<file path="config.mk">
export PLATFORM = sky130hd
export DESIGN_NAME = amp_fault_protect_report
export DESIGN_NICKNAME = d
export VERILOG_FILES = /design/src/rtl/level_sync.v /design/src/rtl/amp_fault_protect_report.v
export VERILOG_INCLUDE_DIRS = /design/src /design/src/rtl
export SDC_FILE = /design/constraint.sdc
export NUM_CORES = 1
export LEC_CHECK = 0
export ABC_AREA = 1
export BUFFER_PORTS_ARGS = -buffer_cell sky130_fd_sc_hd__buf_2
export CAP_MARGIN = 15
export CORE_ASPECT_RATIO = 1.2
export CORE_UTILIZATION = 58
export CTS_CLUSTER_DIAMETER = 50
export DETAILED_ROUTE_END_ITERATION = 8
export MAX_ROUTING_LAYER = met4
export PLACE_DENSITY = 0.77
export SLEW_MARGIN = 5
export SYNTH_ARGS = -nofsm -noshare
export SYNTH_HDL_FRONTEND = slang
export SYNTH_SLANG_ARGS = --single-unit
</file>
<file path="constraint.sdc">
create_clock -name core_clk -period 2.01 [get_ports core_clk]
set_input_delay 0 -clock core_clk [delete_from_list [all_inputs] [get_ports core_clk]]
set_output_delay 0 -clock core_clk [all_outputs]
set_load 0.01 [all_outputs]
</file>
<file path="src/rtl/amp_fault_protect_regs.vh">
`ifndef AMP_FAULT_PROTECT_REGS_VH
`define AMP_FAULT_PROTECT_REGS_VH

// Clock rate in MHz
`define CLK_MHZ 200
// Least spacing between the fault flag falling and a reset rise, in us
`define OVERLOAD_HOLD_US 4000
// Length of one short check step, in us
`define SHORT_STEP_US 10
// Start-up settle time after reset rise, in us
`define STARTUP_US 1

// Output configuration codes
`define MODE_BTL 2'h0
`define MODE_PARALLEL_BRIDGE_MODE 2'h1
`define MODE_SE 2'h2

// Half-bridge group masks
`define HB_AB 4'h3
`define HB_CD 4'hC
`define HB_ALL 4'hF
`define HB_NONE 4'h0

`endif

</file>
<file path="src/rtl/level_sync.v">
`timescale 1ns/10ps
`default_nettype none

// Two-stage synchroniser for a bundle of asynchronous levels
module level_sync #(
    parameter WIDTH = 1
) (
    input wire core_clk,
    input wire rst,
    input wire [WIDTH-1:0] async_in,
    output reg [WIDTH-1:0] sync_out
);

    reg [WIDTH-1:0] stage1;

    always @(posedge core_clk) begin
        if (rst) begin
            stage1 <= {WIDTH{1'b0}};
            sync_out <= {WIDTH{1'b0}};
        end else begin
            stage1 <= async_in;
            sync_out <= stage1;
        end
    end

endmodule // level_sync

`default_nettype wire

</file>
<file path="src/rtl/amp_fault_protect_report.v">
// Overview of operation
// - Fault and warning flags only pull low
// - Any shutdown fault pulls fault flag low
// - Warnings low above 125 and 100 degrees
// - Three flags encode fault, warning, normal state
// - Reset low forces fault flag high
// - Fault tristates affected outputs, flag low
// - Non-latched faults recover automatically
// - Mode maps local error to bridge group
// - Bootstrap undervoltage stops only its half-bridge
// - Short check only once after power-up
// - Check ground then supply; hold tristate
// - During check flag low, reset ignored
// - Pass releases flag; never rerun
// - Short check skipped in single-ended mode
// - Large package: 100 warn, 155 warn+shutdown
// - Small package: 125 warn, 155 shutdown
// - Overtemperature latched until reset asserted
// - Supply undervoltage tristates all, auto recovers
// - Reset low: tristate, pulldown unless single-ended
// - Reset rise clears overload; 4 ms spacing
// - Reset rise runs start-up then switching
// - Ready low on overcurrent event
`timescale 1ns/10ps
`default_nettype none
`include "amp_fault_protect_regs.vh"

module amp_fault_protect_report #(
    parameter LARGE_PACKAGE = 1,
    parameter HOLD_CYCLES = `OVERLOAD_HOLD_US * `CLK_MHZ,
    parameter STEP_CYCLES = `SHORT_STEP_US * `CLK_MHZ,
    parameter STARTUP_CYCLES = `STARTUP_US * `CLK_MHZ
) (
    input wire core_clk,
    input wire rst,
    input wire [1:0] output_mode,
    input wire reset_n,
    input wire over_100c,
    input wire over_125c,
    input wire over_155c,
    input wire [3:0] overload_protect,
    input wire [3:0] overcurrent_protect,
    input wire [3:0] gate_drive_supply_low,
    input wire logic_supply_low,
    input wire [3:0] bootstrap_low,
    input wire short_to_ground,
    input wire short_to_power_stage_supply,
    output reg short_test_ground,
    output reg short_test_supply,
    output reg [3:0] hb_hiz,
    output reg [3:0] hb_weak_pulldown,
    output reg fault_shutdown_n_out,
    output reg fault_shutdown_n_oe,
    output reg temp_warning_n_out,
    output reg temp_warning_n_oe,
    output reg temp_warning_low_n_out,
    output reg temp_warning_low_n_oe,
    output reg temp_warning_high_n_out,
    output reg temp_warning_high_n_oe,
    output reg ready,
    output reg switching
);

    localparam ST_CHK_GND = 3'h0;
    localparam ST_CHK_SUP = 3'h1;
    localparam ST_RESET = 3'h2;
    localparam ST_START = 3'h3;
    localparam ST_RUN = 3'h4;

    // Map a set of local errors onto the half-bridges to turn off
    function [3:0] group_of;
        input [3:0] err;
        input [1:0] mode;
        begin
            case (mode)
                `MODE_PARALLEL_BRIDGE_MODE: begin
                    // Paralleled bridges share the load, so all go off
                    group_of = (|err) ? `HB_ALL : `HB_NONE;
                end
                `MODE_BTL, `MODE_SE: begin
                    group_of = ((|err[1:0]) ? `HB_AB : `HB_NONE)
                             | ((|err[3:2]) ? `HB_CD : `HB_NONE);
                end
                default: begin
                    group_of = ((|err[1:0]) ? `HB_AB : `HB_NONE)
                             | ((|err[3:2]) ? `HB_CD : `HB_NONE);
                end
            endcase
        end
    endfunction

    wire reset_sync;
    wire [2:0] temp_sync;
    wire [15:0] bridge_sync;
    wire [2:0] misc_sync;

    // Device reset pin, kept apart from the comparators
    level_sync #(.WIDTH(1)) reset_sync_inst (
        .core_clk(core_clk),
        .rst(rst),
        .async_in(reset_n),
        .sync_out(reset_sync)
    );

    // Temperature comparators
    level_sync #(.WIDTH(3)) temp_sync_inst (
        .core_clk(core_clk),
        .rst(rst),
        .async_in({over_100c, over_125c, over_155c}),
        .sync_out(temp_sync)
    );

    // Per half-bridge detections
    level_sync #(.WIDTH(16)) bridge_sync_inst (
        .core_clk(core_clk),
        .rst(rst),
        .async_in({overload_protect, overcurrent_protect, gate_drive_supply_low, bootstrap_low}),
        .sync_out(bridge_sync)
    );

    // Logic supply and start-up short detectors
    level_sync #(.WIDTH(3)) misc_sync_inst (
        .core_clk(core_clk),
        .rst(rst),
        .async_in({logic_supply_low, short_to_ground, short_to_power_stage_supply}),
        .sync_out(misc_sync)
    );

    wire s_reset_n = reset_sync;
    wire s_100 = temp_sync[2];
    wire s_125 = temp_sync[1];
    wire s_155 = temp_sync[0];
    wire [3:0] s_ol = bridge_sync[15:12];
    wire [3:0] s_oc = bridge_sync[11:8];
    wire [3:0] s_gvdd = bridge_sync[7:4];
    wire [3:0] s_bst = bridge_sync[3:0];
    wire s_vdd = misc_sync[2];
    wire s_sgnd = misc_sync[1];
    wire s_ssup = misc_sync[0];

    reg [2:0] state;
    reg [2:0] next_state;
    reg [31:0] count;
    reg reset_n_d;
    reg overtemp_error;
    reg [3:0] overload_latch;
    reg check_done;

    wire reset_rise = s_reset_n & ~reset_n_d;
    wire under_voltage = s_vdd | (|s_gvdd);
    // A finished check never counts as in_check again, even under a stray state code
    wire in_check = !check_done && ((state == ST_CHK_GND) || (state == ST_CHK_SUP));
    wire step_done = (count >= STEP_CYCLES - 1);
    wire start_done = (count >= STARTUP_CYCLES - 1);

    // Overtemp cleared by reset low, overload by reset rise, neither during the check
    always @(posedge core_clk) begin
        if (rst) begin
            reset_n_d <= 1'b0;
            overtemp_error <= 1'b0;
            overload_latch <= 4'h0;
        end else begin
            reset_n_d <= s_reset_n;
            if (s_155)
                overtemp_error <= 1'b1;
            else if (!s_reset_n && !in_check)
                overtemp_error <= 1'b0;
            if (|s_ol)
                overload_latch <= overload_latch | s_ol;
            else if (reset_rise && !in_check)
                overload_latch <= 4'h0;
        end
    end

    always @* begin
        next_state = state;
        case (state)
            ST_CHK_GND: begin
                if (output_mode == `MODE_SE)
                    next_state = ST_RESET;
                else if (step_done && !s_sgnd)
                    next_state = ST_CHK_SUP;
            end
            ST_CHK_SUP: begin
                if (step_done && !s_ssup)
                    next_state = ST_RESET;
            end
            ST_RESET: begin
                if (s_reset_n)
                    next_state = ST_START;
            end
            ST_START: begin
                if (!s_reset_n)
                    next_state = ST_RESET;
                else if (start_done)
                    next_state = ST_RUN;
            end
            ST_RUN: begin
                if (!s_reset_n)
                    next_state = ST_RESET;
            end
            default: next_state = ST_RESET;
        endcase
    end

    // Check only from power-on reset; later resets land in ST_RESET
    always @(posedge core_clk) begin
        if (rst) begin
            state <= ST_CHK_GND;
            count <= 32'h0000_0000;
            check_done <= 1'b0;
        end else begin
            state <= next_state;
            if (next_state != state)
                count <= 32'h0000_0000;
            else if ((state == ST_CHK_GND && s_sgnd) || (state == ST_CHK_SUP && s_ssup))
                count <= 32'h0000_0000; // Short persists, restart the step
            else if (count != 32'hFFFF_FFFF)
                count <= count + 32'h0000_0001;
            if (next_state == ST_RESET && in_check)
                check_done <= 1'b1;
        end
    end

    reg [3:0] next_hiz;
    reg [3:0] next_pd;
    reg next_fault;

    // Any condition that keeps the stage off while running
    wire run_fault = overtemp_error || under_voltage || (|overload_latch)
                   || (|s_oc) || (|s_bst);

    always @* begin
        next_hiz = `HB_ALL;
        next_pd = `HB_NONE;
        next_fault = 1'b0;
        case (state)
            ST_CHK_GND, ST_CHK_SUP: begin
                next_hiz = `HB_ALL;
                next_fault = 1'b1;
            end
            ST_RESET: begin
                next_hiz = `HB_ALL;
                if (output_mode != `MODE_SE)
                    next_pd = `HB_ALL;
                next_fault = 1'b0;
            end
            ST_START: begin
                // Stay off until the settle time has run out
                next_hiz = `HB_ALL;
                next_fault = run_fault;
            end
            ST_RUN: begin
                next_hiz = group_of(overload_latch | s_oc, output_mode)
                         | s_bst;
                if (overtemp_error || under_voltage)
                    next_hiz = `HB_ALL;
                next_fault = run_fault;
            end
            default: begin
                // Unknown state: fail safe with the stage off
                next_hiz = `HB_ALL;
                next_fault = 1'b1;
            end
        endcase
    end

    // Warning pins: single always on 125; large package adds low and high, small drives high from 125 too
    wire warn_low = LARGE_PACKAGE ? s_100 : 1'b0;
    wire warn_high = LARGE_PACKAGE ? s_155 : 1'b0;
    wire warn_single = s_125;

    always @(posedge core_clk) begin
        if (rst) begin
            hb_hiz <= `HB_ALL;
            hb_weak_pulldown <= `HB_NONE;
            fault_shutdown_n_out <= 1'b0;
            fault_shutdown_n_oe <= 1'b0;
            temp_warning_n_out <= 1'b0;
            temp_warning_n_oe <= 1'b0;
            temp_warning_low_n_out <= 1'b0;
            temp_warning_low_n_oe <= 1'b0;
            temp_warning_high_n_out <= 1'b0;
            temp_warning_high_n_oe <= 1'b0;
            ready <= 1'b0;
            switching <= 1'b0;
            short_test_ground <= 1'b0;
            short_test_supply <= 1'b0;
        end else begin
            hb_hiz <= next_hiz;
            hb_weak_pulldown <= next_pd;
            // Open-drain: data always low, enable pulls
            fault_shutdown_n_oe <= next_fault;
            temp_warning_n_oe <= warn_single;
            temp_warning_low_n_oe <= warn_low;
            temp_warning_high_n_oe <= LARGE_PACKAGE ? warn_high : s_125;
            ready <= (state == ST_RUN) && !(|s_oc) && !next_fault;
            switching <= (state == ST_RUN) && (next_hiz != `HB_ALL);
            short_test_ground <= (state == ST_CHK_GND) && (output_mode != `MODE_SE);
            short_test_supply <= (state == ST_CHK_SUP);
        end
    end

endmodule // amp_fault_protect_report

`default_nettype wire

</file>
==> results.ini <==
[outcome]
status = finished clean

[setup_path]
crit_family = simple AND/OR/NAND/NOR gates
worstPathMaxFanout = 6
cpPeakStageDelay_ns = 0.37
arrival_ns = 2.14
path_cells = ha_2, nand3_2, inv_1, nand4_1, nor2_4, nand3_2, nand2_1, nor2_1, xnor2_1, nor2_1
worstPathRequired_ns = 2.28
path_class = register to register
r2r_cells = 10
r2r-start = count[0]$_SDFFE_PP0P_
cp-start-kind = register
timing.rr.end = count[6]$_SDFFE_PP0P_
path_buf_inv = 1
slowest_stage = dfxtp_1
reg2reg_slack_ns = 0.14
crit_path_end_kind = register

[power_and_ir_drop]
p_switching_mw = 1.00
p_per_area_nw_per_um2 = 738
p_int_mw = 2.69
power_frac_seq_pct = 56.9
pwr-share-clk_pct = 34.1
comb_power_share_pct = 9.0
peakVddDrop_uv = 529
swShare_pct = 27.1
p_leak_nw = 2.23

[layout]
layout_commonest_cell = nor2_1
fin_nets = 676
syn2layout_area_growth_pct = 18.0
mostFrequentLayoutCells = nor2_1, dfxtp_1, inv_1
drive_above_1_share_pct = 15.0
diodes = 0

[cts]
clock_latency_ns = 0.37
clock-sinks = 101
numCtsBuffers = 9
cts_setup_buffers = 0
clk_pin_slew_ns = 0.10
clockBufferDepth = 2
cts-root-buf = clkbuf_8
htree_levels = 3
cts_tree = done

[drt]
avgViaCountPerCell = 5.05
wl_per_cell_microns = 13.3
drc = 0
antenna_left = 0
first_pass_iters = 4
drt_iter0_drc = 180
wl_microns = 9850
vias = 3739

[job]
cap_violations = 0

[grt]
grt_max_degree = 59
grt_first_pass_wirelength_microns = 16000
overflow = 0
antenna_found_initial = 0
gr-usage-all-layers_pct = 28.5
first_global_vias = 3675

[floorplanning]
fp.dieH_microns = 95.7
coreArea_sq_um = 6940
io_pins = 47
dieArea_sq_um = 7660
die_w_microns = 80.1
rows = 33
start_util_pct = 61.1

[synthesis]
yosys.area_share.simple_pct = 32.0
ys_types = 34
synth-xor-area-share_pct = 6.20
ys_ff_latch = 101
synth_top_family_by_area = simple AND/OR/NAND/NOR gates
ys_seq_area_share_pct = 47.7
yosysWarnings = 0
syn_area_sq_um = 4240
avgSynthCellArea_sq_um = 7.36
syn_inst = 576
synth_fa_ha_area_share_pct = 0.295
synthMuxAreaShare_pct = 0
synth_compound_area_share_pct = 3.19

[timing]
slew_violations = 0
slew_headroom_pct = 54.1
skew_ns = 0.0144
setup_ws_ns = 0.138
min_period_ns = 1.87
setup_viol = 0
post-route-period-util_pct = 93.1
finalHoldViolations = 0
fmax_ghz = 0.534
fin_worst_hold_slack_ns = 0.0437
tightest_slew_ns = 0.679

[hold_path]
min_from = output_mode[0]
min-delay-path-class = primary input to register
min_to = hb_weak_pulldown[2]$_SDFF_PP0_
hold_depth = 3

[placement]
place.gp.congestion = 0.916
place_hpwl_microns = 6560
place_ws_ns = 0.124
io_buffers = 42

==> layer usage <==
| metal | vias to the layer above | track usage [%] | wire, microns |
|---|---|---|---|
| met2 | 87 | 54.9 | 5280 |
| met5 | - | - | 0 |
| met1 | 1734 | 27.5 | 3850 |
| met3 | 34 | 4.78 | 328 |
| li1 | 1884 | - | - |
| met4 | 0 | 12.6 | 395 |
==> synthesized netlist by cell type <==
cell,count,area [sq um]
nor2_1,151,567
dfxtp_1,101,2020
inv_1,88,330
nand2_1,75,282
nand3_1,26,130
xor2_1,23,201
nor3_1,22,110
nor2_2,17,106
a21oi_1,10,50.1
nand4_1,10,62.6
buf_4,7,52.6
xnor2_1,7,61.3
o21ai_0,5,25.0
nor4_1,4,25.0
buf_1,3,11.3
buf_6,3,33.8
clkbuf_1,3,11.3
a211oi_1,2,15.0
a31oi_1,2,12.5
buf_2,2,10.0
nor3_2,2,20.0
a21oi_2,1,8.76
and2_1,1,6.26
and3_1,1,6.26
conb_1,1,3.75
ha_1,1,12.5
nand2_2,1,6.26
nand3_2,1,10.0
nor2_4,1,11.3
nor2b_1,1,6.26
o211ai_1,1,7.51
o31ai_1,1,7.51
o41ai_1,1,8.76
or2_2,1,6.26
==> cell families after synthesis <==
logic type                 Yosys count
other                                1
adders and majority gates            1
AOI/OAI and AO/OA                   23
xor gates and xnor gates            30
and+or+nand+nor                    314
buffers and inverters              106
DFF                                101
==> worst max path at each step <==
stage               depth (start not counted)                   from  slack (ns)                endpoint
finish                                     10  count[0]$_SDFFE_PP0P_        0.14   count[6]$_SDFFE_PP0P_
global route                                9  count[0]$_SDFFE_PP0P_       -0.06   count[4]$_SDFFE_PP0P_
CTS                                        13  count[0]$_SDFFE_PP0P_        0.10  count[13]$_SDFFE_PP0P_
detailed placement                         10  count[1]$_SDFFE_PP0P_        0.12   count[6]$_SDFFE_PP0P_
global placement                           13  count[0]$_SDFFE_PP0P_        0.19  count[18]$_SDFFE_PP0P_
floorplan                                  14  count[0]$_SDFFE_PP0P_        0.35  count[24]$_SDFFE_PP0P_
==> worst register-to-register path, cell delays in order (launching register included) <==
cell	delay, ns
dfxtp_1	0.37
ha_2	0.24
nand3_2	0.13
inv_1	0.12
nand4_1	0.19
nor2_4	0.19
nand3_2	0.15
nand2_1	0.14
nor2_1	0.06
xnor2_1	0.13
nor2_1	0.06
==> repair_timing <==
| action | in CTS | in global routing |
|---|---|---|
| endpoints found under the setup margin | 0 | 28 |
| resized for setup | 0 | 9 |
| endpoints found under the hold margin | 27 | 0 |
| hold buffers | 24 | 0 |
==> registers in the layout, indices dropped and copies added, names as in the netlist, 3 cells and up <==
register                   cells
overload_latch                 4
bridge_sync_inst.sync_out     16
hb_hiz                         4
temp_sync_inst.stage1          3
bridge_sync_inst.stage1       16
temp_sync_inst.sync_out        3
misc_sync_inst.stage1          3
state                          3
count                         32
misc_sync_inst.sync_out        3
==> layout make-up <==
class / instances / area (sq um)
Clock buffer: 10 / 128
Clock inverter: 6 / 65.1
Fill cell: 590 / 1930
Inverter: 88 / 330
Multi-Input combinational cell: 372 / 1810
Sequential cell: 101 / 2020
Tap cell: 87 / 109
Timing Repair Buffer: 76 / 538
==> power by group through the flow <==
| stage | logic (mW) | clock network [mW] | registers [mW] |
|---|---|---|---|
| final | 0.332 | 1.26 | 2.10 |
| after detailed placement | 0.287 | 0 | 2.15 |
| after global placement | 0.279 | 0 | 2.15 |
| after global routing | 0.370 | 1.36 | 2.11 |
| after floorplan | 0.215 | 0 | 2.14 |
| after CTS | 0.324 | 1.27 | 2.10 |
==> through the flow <==
step	instance area, sq um	util, %	TNS (ns)	cells	power (mW)
CTS	4970	71.7	0	740	3.69
global placement	4540	65.4	0	700	2.42
finish	5000	72.1	0	740	3.69
detailed placement	4540	65.4	0	700	2.44
floorplan	4250	-	0	579	2.36
global route	5000	72.1	-0.119	740	3.84
Power figures use the tool's default switching activity.
